### config.mk
export PLATFORM = sky130hd
export DESIGN_NAME = csup_top
export DESIGN_NICKNAME = d
export VERILOG_FILES = /design/src/hw/csup_pkg.sv /design/src/hw/csup_top.sv /design/src/hw/csup_pin_eval.sv
export SDC_FILE = /design/constraint.sdc
export NUM_CORES = 2
export LEC_CHECK = 0
export BUFFER_PORTS_ARGS = -buffer_cell sky130_fd_sc_hd__clkbuf_2
export CAP_MARGIN = 20
export CELL_PAD_IN_SITES_DETAIL_PLACEMENT = 1
export CELL_PAD_IN_SITES_GLOBAL_PLACEMENT = 2
export CORE_AREA = 2 2 296 298
export CTS_BUF_LIST = sky130_fd_sc_hd__clkbuf_8
export DETAILED_ROUTE_END_ITERATION = 6
export DIE_AREA = 0 0 298 300
export GPL_ROUTABILITY_DRIVEN = 0
export GPL_TIMING_DRIVEN = 0
export PLACE_DENSITY_LB_ADDON = 0.1
export REMOVE_ABC_BUFFERS = 1
export SLEW_MARGIN = 0
export SYNTH_ARGS = -nofsm -noshare
export SYNTH_HDL_FRONTEND = slang
export SYNTH_SLANG_ARGS = --single-unit
### constraint.sdc
create_clock -name CORE_CLK -period 5.58 [get_ports CORE_CLK]
set_clock_uncertainty 0.15 [all_clocks]
set_input_delay 1.395 -clock CORE_CLK [delete_from_list [all_inputs] [get_ports CORE_CLK]]
set_output_delay 1.395 -clock CORE_CLK [all_outputs]
set_load 0.02 [all_outputs]
### src/hw/csup_pkg.sv
package csup_pkg;

  // bus geometry
  localparam int DATA_W = 16;
  localparam int ADDR_W = 5;

  // parameter register indices, also their word offsets on the port
  localparam logic [4:0] P_DROP_MIN_RATE  = 5'h00;
  localparam logic [4:0] P_STABILITY      = 5'h01;
  localparam logic [4:0] P_SAMPLE_INT     = 5'h02;
  localparam logic [4:0] P_HOLDOFF        = 5'h03;
  localparam logic [4:0] P_DROP_THRESH    = 5'h04;
  localparam logic [4:0] P_OC_MAX_RATE    = 5'h05;
  localparam logic [4:0] P_OC_LEVEL_MIN   = 5'h06;
  localparam logic [4:0] P_OC_AMOUNT      = 5'h07;
  localparam logic [4:0] P_HIGH_TEMP_AL   = 5'h08;
  localparam logic [4:0] P_CHG_LOW_TEMP   = 5'h09;
  localparam logic [4:0] P_CHG_HIGH_TEMP  = 5'h0A;
  localparam logic [4:0] P_DSG_HIGH_TEMP  = 5'h0B;
  localparam logic [4:0] P_PACK_OV        = 5'h0C;
  localparam logic [4:0] P_SAFE_HIGH_TEMP = 5'h0D;
  localparam logic [4:0] P_SAFE_LOW_TEMP  = 5'h0E;
  localparam logic [4:0] P_CHG_OC         = 5'h0F;
  localparam logic [4:0] P_DSG_OC         = 5'h10;
  localparam logic [4:0] P_LEVEL_CEILING  = 5'h11;
  localparam logic [4:0] P_TRICKLE_TEMP   = 5'h12;
  localparam logic [4:0] P_TRICKLE_VOLT   = 5'h13;
  localparam logic [4:0] P_PIN_MODE       = 5'h14;
  localparam int         NUM_PARAMS       = 21;
  localparam logic [4:0] STATUS_ADDR      = 5'h15;
  localparam logic [1:0] PIN_CFG_PAGE     = 2'h3;   // addr[4:3], 0x18..0x1F

  // reset values
  localparam logic [15:0] PARAM_RST   = 16'h0000;
  localparam logic [7:0]  AND_MSK_RST = 8'hFF;      // no and-conditions
  localparam logic [7:0]  OR_MSK_RST  = 8'h00;      // no or-conditions

  // 50 C in 0.1 K units: the release point of the charge lockout
  localparam logic [15:0] HYST_RELEASE_TEMP = 16'h0CA0;

  // overcharge accumulator: amount register compares against the top bits
  localparam int ACC_W     = 24;
  localparam int ACC_SHIFT = 8;

  // safety condition positions (and bit n, or bit n+8)
  localparam int SC_DSG_OC    = 0;
  localparam int SC_CHG_OC    = 1;
  localparam int SC_LOW_TEMP  = 2;
  localparam int SC_HIGH_TEMP = 3;
  localparam int SC_PACK_OV   = 4;

  // charge control condition positions
  localparam int CC_LOW_VOLT  = 0;
  localparam int CC_TRIGGER   = 1;
  localparam int CC_LOW_TEMP  = 2;
  localparam int CC_HIGH_TEMP = 3;
  localparam int CC_CEILING   = 4;
  localparam int CC_FULL      = 5;
  localparam int CC_STOP      = 6;

  // status word bit positions
  localparam int ST_FULL     = 0;
  localparam int ST_OVERTEMP = 1;
  localparam int ST_STOP     = 2;
  localparam int ST_CHG_EN   = 3;
  localparam int ST_DSG_EN   = 4;
  localparam int ST_LOCKOUT  = 5;
  localparam int ST_HOLDOFF  = 6;
  localparam int ST_CHARGING = 7;
  localparam int ST_PINS     = 8;

  typedef enum logic [1:0] {PH_IDLE, PH_CHARGE, PH_DISCHARGE} csup_phase_t;

endpackage

### src/hw/csup_top.sv
`timescale 1ns/1ps
module csup_top
  import csup_pkg::*;
#(
  parameter int NUM_PINS = 8
)
(
  input  wire logic                          CORE_CLK,
  input  wire logic                          RSTN,
  input  wire logic                          MEAS_VALID,
  input  wire logic [15:0]                   PACK_VOLTAGE,
  input  wire logic signed [15:0]            PACK_CURRENT,
  input  wire logic [15:0]                   TEMPERATURE,
  input  wire logic [7:0]                    CHARGE_RATE,
  input  wire logic [7:0]                    CHARGE_LEVEL,
  input  wire logic                          TRIGGER_IN,
  input  wire logic [csup_pkg::ADDR_W-1:0]   ADDR,
  input  wire logic [csup_pkg::DATA_W-1:0]   WR_DATA,
  input  wire logic                          WR_STB,
  input  wire logic                          RD_STB,
  output logic [csup_pkg::DATA_W-1:0]        RD_DATA,
  output logic                               FULLY_CHARGED,
  output logic                               OVER_TEMP_ALARM,
  output logic                               STOP_CHARGE_ALARM,
  output logic                               CHARGE_EN,
  output logic                               DISCHARGE_EN,
  output logic [NUM_PINS-1:0]                PIN_OUT
);
  import csup_pkg::*;

  logic [15:0]      par_q [0:NUM_PARAMS-1];
  logic [15:0]      cfg_q [0:NUM_PINS-1];
  logic [15:0]      rd_data_q;
  logic [15:0]      rd_mux;
  logic [15:0]      status_w;
  logic             is_par;
  logic             is_cfg;
  logic             is_stat;
  logic             trig_s1_q;
  logic             trig_s2_q;
  csup_phase_t      phase_q;
  csup_phase_t      phase_d;
  logic             charging_now;
  logic             discharging_now;
  logic             charge_start;
  logic [15:0]      hold_cnt_q;
  logic             holdoff_done;
  logic [15:0]      smp_cnt_q;
  logic             sample_pt;
  logic             have_prev_q;
  logic [15:0]      prev_v_q;
  logic signed [15:0] prev_i_q;
  logic [16:0]      v_drop;
  logic signed [16:0] i_diff;
  logic [16:0]      i_dev;
  logic             drop_hit;
  logic             i_stable;
  logic             drop_rate_ok;
  logic             drop_eoc;
  logic [ACC_W-1:0] acc_q;
  logic             oc_rate_ok;
  logic             oc_level_ok;
  logic             oc_hit;
  logic             oc_eoc;
  logic             full_q;
  logic             full_d;
  logic             over_temp;
  logic             stop_chg;
  logic             too_cold;
  logic             lock_q;
  logic             lock_d;
  logic             chg_en_q;
  logic             dsg_en_q;
  logic             ot_q;
  logic             stop_q;
  logic [15:0]      chg_mag;
  logic [15:0]      dsg_mag;
  logic [7:0]       safety_cond;
  logic [7:0]       ctrl_cond;
  logic [NUM_PINS-1:0] pin_w;

  // register port decode; unmapped reads answer zero, writes are dropped
  assign is_par  = ADDR < 5'(NUM_PARAMS);
  assign is_cfg  = ADDR[4:3] == PIN_CFG_PAGE;
  assign is_stat = ADDR == STATUS_ADDR;
  assign status_w = {pin_w, phase_q == PH_CHARGE, holdoff_done, lock_q,
                     dsg_en_q, chg_en_q, stop_q, ot_q, full_q};
  assign rd_mux  = is_par  ? par_q[ADDR] :
                   is_cfg  ? cfg_q[ADDR[2:0]] :
                   is_stat ? status_w : 16'h0000;

  // parameter and pin configuration storage
  always_ff @(posedge CORE_CLK or negedge RSTN)
  begin
    if (!RSTN)
    begin
      for (int k = 0; k < NUM_PARAMS; k++)
        par_q[k] <= PARAM_RST;
      for (int k = 0; k < NUM_PINS; k++)
        cfg_q[k] <= {OR_MSK_RST, AND_MSK_RST};
    end
    else if (WR_STB && is_par)
      par_q[ADDR] <= WR_DATA;
    else if (WR_STB && is_cfg)
      cfg_q[ADDR[2:0]] <= WR_DATA;
  end

  // read data stands only in the cycle after the strobe
  always_ff @(posedge CORE_CLK or negedge RSTN)
  begin
    if (!RSTN)
      rd_data_q <= 16'h0000;
    else
      rd_data_q <= RD_STB ? rd_mux : 16'h0000;
  end

  // trigger pin is asynchronous; only the second stage is read
  always_ff @(posedge CORE_CLK or negedge RSTN)
  begin
    if (!RSTN)
    begin
      trig_s1_q <= 1'b0;
      trig_s2_q <= 1'b0;
    end
    else
    begin
      trig_s1_q <= TRIGGER_IN;
      trig_s2_q <= trig_s1_q;
    end
  end

  // current direction sets the phase; a new charge restarts detection
  assign charging_now    = PACK_CURRENT > 16'sh0000;
  assign discharging_now = PACK_CURRENT < 16'sh0000;
  assign phase_d = charging_now    ? PH_CHARGE :
                   discharging_now ? PH_DISCHARGE : PH_IDLE;
  assign charge_start = MEAS_VALID && charging_now && phase_q != PH_CHARGE;

  always_ff @(posedge CORE_CLK or negedge RSTN)
  begin
    if (!RSTN)
      phase_q <= PH_IDLE;
    else if (MEAS_VALID)
    begin
      case (phase_d)
        PH_CHARGE:    phase_q <= PH_CHARGE;
        PH_DISCHARGE: phase_q <= PH_DISCHARGE;
        default:      phase_q <= PH_IDLE;
      endcase
    end
  end

  // holdoff counted in measurements from the start of charge
  assign holdoff_done = hold_cnt_q >= par_q[P_HOLDOFF];

  always_ff @(posedge CORE_CLK or negedge RSTN)
  begin
    if (!RSTN)
      hold_cnt_q <= 16'h0000;
    else if (charge_start)
      hold_cnt_q <= 16'h0001;
    else if (MEAS_VALID && charging_now && !holdoff_done)
      hold_cnt_q <= hold_cnt_q + 16'h0001;
  end

  // counting from one puts sample points exactly interval pulses apart
  assign sample_pt = smp_cnt_q >= {8'h00, par_q[P_SAMPLE_INT][7:0]};

  always_ff @(posedge CORE_CLK or negedge RSTN)
  begin
    if (!RSTN)
    begin
      smp_cnt_q   <= 16'h0000;
      have_prev_q <= 1'b0;
      prev_v_q    <= 16'h0000;
      prev_i_q    <= 16'sh0000;
    end
    else if (charge_start)
    begin
      smp_cnt_q   <= 16'h0001;
      have_prev_q <= 1'b1;
      prev_v_q    <= PACK_VOLTAGE;
      prev_i_q    <= PACK_CURRENT;
    end
    else if (MEAS_VALID && charging_now && sample_pt)
    begin
      smp_cnt_q   <= 16'h0001;
      prev_v_q    <= PACK_VOLTAGE;
      prev_i_q    <= PACK_CURRENT;
    end
    else if (MEAS_VALID && charging_now)
      smp_cnt_q   <= smp_cnt_q + 16'h0001;
  end

  // drop on the whole pack voltage; a rise gives no drop
  assign v_drop = {1'b0, prev_v_q} - {1'b0, PACK_VOLTAGE};
  assign drop_hit = PACK_VOLTAGE <= prev_v_q &&
                    v_drop >= {1'b0, par_q[P_DROP_THRESH]};
  assign i_diff = 17'(PACK_CURRENT) - 17'(prev_i_q);
  assign i_dev  = i_diff[16] ? 17'(-i_diff) : i_diff;
  assign i_stable = i_dev <= {1'b0, par_q[P_STABILITY]};
  assign drop_rate_ok = CHARGE_RATE >= par_q[P_DROP_MIN_RATE][7:0];
  assign drop_eoc = MEAS_VALID && charging_now && !charge_start &&
                    have_prev_q && sample_pt && drop_hit && i_stable &&
                    drop_rate_ok && holdoff_done;

  // charge counted in, scaled so the amount register covers long charges
  assign oc_rate_ok  = CHARGE_RATE < par_q[P_OC_MAX_RATE][7:0];
  assign oc_level_ok = CHARGE_LEVEL >= par_q[P_OC_LEVEL_MIN][7:0];
  assign oc_hit = acc_q[ACC_SHIFT +: 16] >= par_q[P_OC_AMOUNT];
  assign oc_eoc = MEAS_VALID && charging_now && !charge_start && oc_hit &&
                  oc_rate_ok && oc_level_ok && holdoff_done;

  // hold once the top bits are all ones; a single step above 256 can still wrap past them below the amount
  always_ff @(posedge CORE_CLK or negedge RSTN)
  begin
    if (!RSTN)
      acc_q <= '0;
    else if (charge_start)
      acc_q <= ACC_W'(PACK_CURRENT);
    else if (MEAS_VALID && charging_now && !(&acc_q[ACC_W-1:ACC_SHIFT]))
      acc_q <= acc_q + ACC_W'(PACK_CURRENT);
  end

  // full flag sticks until the next charge; the clear beats a detection
  assign full_d = (drop_eoc || oc_eoc) ? 1'b1 :
                  charge_start ? 1'b0 : full_q;

  // temperature limits, all re-evaluated on each measurement
  assign over_temp = TEMPERATURE > par_q[P_HIGH_TEMP_AL];
  assign stop_chg  = over_temp && charging_now;
  assign too_cold  = TEMPERATURE < par_q[P_CHG_LOW_TEMP];
  // lockout set while charging hot, released only well below the limit
  assign lock_d = (charging_now && TEMPERATURE > par_q[P_CHG_HIGH_TEMP]) ?
                  1'b1 :
                  (TEMPERATURE < HYST_RELEASE_TEMP) ? 1'b0 : lock_q;

  always_ff @(posedge CORE_CLK or negedge RSTN)
  begin
    if (!RSTN)
    begin
      full_q   <= 1'b0;
      ot_q     <= 1'b0;
      stop_q   <= 1'b0;
      lock_q   <= 1'b0;
      chg_en_q <= 1'b0;
      dsg_en_q <= 1'b0;
    end
    else if (MEAS_VALID)
    begin
      full_q   <= full_d;
      ot_q     <= over_temp;
      stop_q   <= stop_chg;
      lock_q   <= lock_d;
      chg_en_q <= !too_cold && !lock_d;
      dsg_en_q <= !(discharging_now &&
                    TEMPERATURE > par_q[P_DSG_HIGH_TEMP]);
    end
  end

  // condition vectors for the programmable pins; bit 7 is never true
  assign chg_mag = charging_now ? PACK_CURRENT : 16'h0000;
  assign dsg_mag = discharging_now ? 16'(-PACK_CURRENT) : 16'h0000;
  assign safety_cond[SC_DSG_OC]    = dsg_mag > par_q[P_DSG_OC];
  assign safety_cond[SC_CHG_OC]    = chg_mag > par_q[P_CHG_OC];
  assign safety_cond[SC_LOW_TEMP]  = TEMPERATURE < par_q[P_SAFE_LOW_TEMP];
  assign safety_cond[SC_HIGH_TEMP] = TEMPERATURE > par_q[P_SAFE_HIGH_TEMP];
  assign safety_cond[SC_PACK_OV]   = PACK_VOLTAGE > par_q[P_PACK_OV];
  assign safety_cond[7:5]          = 3'h0;
  assign ctrl_cond[CC_LOW_VOLT]  = PACK_VOLTAGE < par_q[P_TRICKLE_VOLT];
  assign ctrl_cond[CC_TRIGGER]   = trig_s2_q;
  assign ctrl_cond[CC_LOW_TEMP]  = TEMPERATURE < par_q[P_TRICKLE_TEMP];
  assign ctrl_cond[CC_HIGH_TEMP] = TEMPERATURE > par_q[P_SAFE_HIGH_TEMP];
  assign ctrl_cond[CC_CEILING]   = CHARGE_LEVEL > par_q[P_LEVEL_CEILING][7:0];
  assign ctrl_cond[CC_FULL]      = full_d;
  assign ctrl_cond[CC_STOP]      = stop_chg;
  assign ctrl_cond[7]            = 1'b0;

  // one evaluator per pin, all refreshed by the same measurement
  for (genvar g = 0; g < NUM_PINS; g++)
  begin : g_pin
    csup_pin_eval u_pin (
      .clk         (CORE_CLK),
      .rst_n       (RSTN),
      .upd         (MEAS_VALID),
      .mode_ctrl   (par_q[P_PIN_MODE][g]),
      .cfg         (cfg_q[g]),
      .safety_cond (safety_cond),
      .ctrl_cond   (ctrl_cond),
      .pin_q       (pin_w[g])
    );
  end

  assign RD_DATA           = rd_data_q;
  assign FULLY_CHARGED     = full_q;
  assign OVER_TEMP_ALARM   = ot_q;
  assign STOP_CHARGE_ALARM = stop_q;
  assign CHARGE_EN         = chg_en_q;
  assign DISCHARGE_EN      = dsg_en_q;
  assign PIN_OUT           = pin_w;
endmodule // csup_top

### src/hw/csup_pin_eval.sv
`timescale 1ns/1ps
module csup_pin_eval
  import csup_pkg::*;
(
  input  wire logic        clk,
  input  wire logic        rst_n,
  input  wire logic        upd,
  input  wire logic        mode_ctrl,
  input  wire logic [15:0] cfg,
  input  wire logic [7:0]  safety_cond,
  input  wire logic [7:0]  ctrl_cond,
  output logic             pin_q
);

  logic [7:0] cond;
  logic [7:0] and_msk;
  logic [7:0] or_msk;
  logic       and_t;
  logic       or_t;

  // low byte and-mask, high byte or-mask; mode picks the condition set
  assign and_msk = cfg[7:0];
  assign or_msk  = cfg[15:8];
  assign cond    = mode_ctrl ? ctrl_cond : safety_cond;
  // an unselected bit counts as true, so 0xFF with bit 7 never true is off
  assign and_t   = &(~and_msk | cond);
  assign or_t    = |(or_msk & cond);

  // pin only moves on a measurement update, not on config writes
  always_ff @(posedge clk or negedge rst_n)
  begin
    if (!rst_n)
      pin_q <= 1'b0;
    else if (upd)
      pin_q <= and_t || or_t;
  end
endmodule // csup_pin_eval

==> impl_results.md <==
- Clk buf depth: 3
- Max cap viols: 0
- GR Util met2: 0.529
- CTS Buf Count: 110
- Hold Fails Final Rpt: 0
- Full die area: approximately 89000 sq um
- Worst Setup End Kind: flop
- DR vias: around 30000
- Status: finished, violations left
- Met3 Usage GRT: 0.0500
- CTS sink count: 587
- Remaining DRCs: 0
- Syn_area_per_cell: ~10 sq um
- Cell variety after synth: 98
- 1st-pass router iterations: 5
- Design Area, Final: approximately 42000 sq um
- Number of buffers added on ports: between 100 and 150
- Reg area: 14800 sq um
- Filler instances: approximately 9500
- Worst EP required: 6.07 ns
- P&R area growth vs syn: 13.0%
- Synthesized area: between 30000 and 40000 sq um
- Worst vdd ir: a little under 0.0002 V
- Initial Util: 0.435
- WP data arrival: 6.08 ns
- Share of layout cells above drive strength 1: 0.265
- Worst Setup Start Kind: primary input
- Gr ovfl total: 0
- Synth Flop Type: dfrtp_1
- Final WS setup: -0.00112 ns
- Layout net count: ~4100
- Pre-CTS WS: -1.70 ns
- Global-route wire length before repair: ~210000 um
- Synth area leaders: dfrtp_1, ha_1, mux2_2
- Met1 usage: 0.394
- Post-DR wirelength/cell: 28.2 um
- Die H: 300 um
- Yosys reg bits: around 590
- Crit path max fanout: 12
- Initial antenna violation count: 5
- Area after DPL: around 39000 sq um
- Hold/Removal Path Class: reg2reg
- Cells after DPL: roughly 4700
- PD cells: 367 nW/um^2
- Row count: 108
- IO Pins: 120
- Clock root buffer: clkbuf_8
- Die extent in x: a little under 300 um
- Sequential element share of the synthesized area: 0.393
- Fmax: 179 MHz
- CTS H-tree depth: 3
- Worst Tran Pin Value: about 1.2 ns
- Most frequent cells in the layout: dfrtp_1, inv_1, mux2_2, ha_1, nand2_1
- Vias/cell: approximately 6
- Largest net degree at the start of global routing: 113
- Max-slew violations: 0
- Synth warn: 0
- Post-synth EDFFs: 0
- Grt peak-use layer: met2
- Setup Viol. Count Final: 1
- Post-DP HPWL: around 100000 um
- Hold-fix buffers, CTS: 0
- CTS tree: yes
- Commonest non-fill, non-tap cell in the layout: dfrtp_1
- Total Power: ~16 mW
- Core Area: roughly 86000 sq um
- Unrepaired setup endpoints after global routing: yes
- Clk slew on worst S/H paths: ~0.06 ns
- Slew Limit Headroom: 0.205
- Critical path type: in2reg
- Clock Latency Late Sink: about 0.77 ns
- Remaining antenna violation count after routing: 0
- Top-area cell type share of the netlist area: 0.349
- Failing checks: negative setup slack
- GRT Total Usage: 0.311
- Via count of the first global-routing pass: roughly 32000
- Leak: between 15 and 20 nW
- Area leader, netlist: dfrtp_1
- DRT iter0 DRCs: about 1900
- Mapped Cells: 3581
- Multi-input gate area: roughly 21000 sq um
- WL final: around 140000 um
- Asr flop ratio synth: 1.00
- Final setup TNS: -0.00112 ns
- Final worst path period need: 5.58 ns
- Final worst path period share: 1.00
- Non-Filler Instances: slightly below 5000
-- cell type report --
class	instances	share of cell area
multi-input cells	2443	0.492
flip-flops and latches	587	0.348
clock buffers	152	0.0493
repair buffers	186	0.0367
well taps	1155	0.0341
inverters	350	0.0312
clock inverters	56	0.00767
diodes	5	0.000295
-- cells in the mapped netlist, types with 8 or more instances --
cell type  count
ha_1         334
nor2b_1       31
or2_2          8
dfrtp_1      523
nand4_1       51
and3_1        36
o21bai_1      11
nand2b_1      35
nand3_1       39
o21a_1        37
a22oi_1       47
mux2i_1       24
dfstp_2       64
and2_1        30
o211a_1        9
xor2_1        37
o2111ai_1     20
nor2_1       129
and4_1        12
mux4_2       112
xnor2_1       34
clkbuf_1     147
mux2_2       352
o22ai_1       12
a221oi_1      19
buf_6          8
inv_1        349
nor3_1        35
or3_1         11
nor4_1         9
o31ai_1       10
buf_4         11
a21o_1        93
buf_1         20
nand2_1      288
a21oi_1      141
a222oi_1      14
o211ai_1      11
buf_2         11
o21ai_0      256
a31oi_1       17
a211oi_1      12
-- path summary, 6_finish.rpt --
path,to,slack (ns),cells after the start,startpoint
max in group asynchronous,smp_cnt_q[0],3.09,4,RSTN
min in group asynchronous,par_q[180],0.47,1,RSTN
setup reg to reg,g_pin[5].u_pin.pin_q,0.53,21,prev_i_q[0]
hold / removal,trig_s2_q,0.20,0,trig_s1_q
hold reg to reg,trig_s2_q,0.20,0,trig_s1_q
setup / recovery,g_pin[0].u_pin.pin_q,-0.001,18,PACK_CURRENT[6]
-- stage by stage --
step / utilization / hold slack (ns)
5_1_grt: 0.492 / 0.224
3_3_place_gp: 0.448 / 0.182
6_report: 0.492 / 0.201
4_1_cts: 0.489 / 0.205
3_5_place_dp: 0.458 / 0.190
2_1_floorplan: - / 0.181
-- metal layers --
layer	wire, um	part of all wire	up-vias
met5	13	0.000094	-
met2	67700	0.49	795
met1	58000	0.42	15500
met4	6200	0.045	2
met3	7100	0.051	247
li1	-	-	13100
-- cells by family (layout without fill, tap and decap cells) --
kind of cell	after synthesis	after routing	synth area share
compound gates	789	789	0.137
xor+xnor	72	72	0.0170
fa+ha+maj	337	337	0.113
buf+inv	552	744	0.0596
flops	587	587	0.393
mux	488	488	0.179
other cells	1	6	0.0000999
simple gates	755	756	0.100
-- registers in the layout, summed over array words and instances (netlist names) --
| name | flops |
|---|---|
| lock_q | 1 |
| hold_cnt_q | 16 |
| FULLY_CHARGED | 1 |
| g_pin.u_pin.pin_q | 8 |
| cfg_q | 128 |
| prev_v_q | 16 |
| STOP_CHARGE_ALARM | 1 |
| prev_i_q | 16 |
| smp_cnt_q | 16 |
| have_prev_q | 1 |
| trig_s2_q | 1 |
| OVER_TEMP_ALARM | 1 |
| phase_q | 2 |
| par_q | 336 |
| RD_DATA | 16 |
| DISCHARGE_EN | 1 |
| CHARGE_EN | 1 |
| trig_s1_q | 1 |
| acc_q | 24 |
-- where the power goes --
group | switching [mW] | leakage [nW] | total (mW) | internal, mW
clock network | 2.06 | 1.38 | 4.57 | 2.52
logic | 2.92 | 11.2 | 5.13 | 2.21
registers | 0.749 | 7.18 | 5.87 | 5.12
total | 5.73 | 19.8 | 15.6 | 9.85
-- critical path: stages --
cell and delay (ns):
clkbuf_4 0.21, or4_4 0.60, nor3_4 0.27, a31oi_4 0.20, buf_4 0.23, and2_1 0.19
ha_1 0.30, a41o_1 0.22, a21oi_1 0.19, o32ai_1 0.10, or4_1 0.43, o21ai_2 0.12
buf_6 0.21, o21ai_0 0.12, a221oi_1 0.32, nand4b_1 0.28, or3b_2 0.51, o211a_1 0.15
-- what timing repair did --
action | in CTS | in global routing
pin swaps | 14 | 22
gates cloned | 1 | 0
endpoints found under the setup margin | 9 | 9
gates resized for setup | 29 | 43
setup buffers | 19 | 7
No activity file was read; power rests on OpenSTA's default activity.
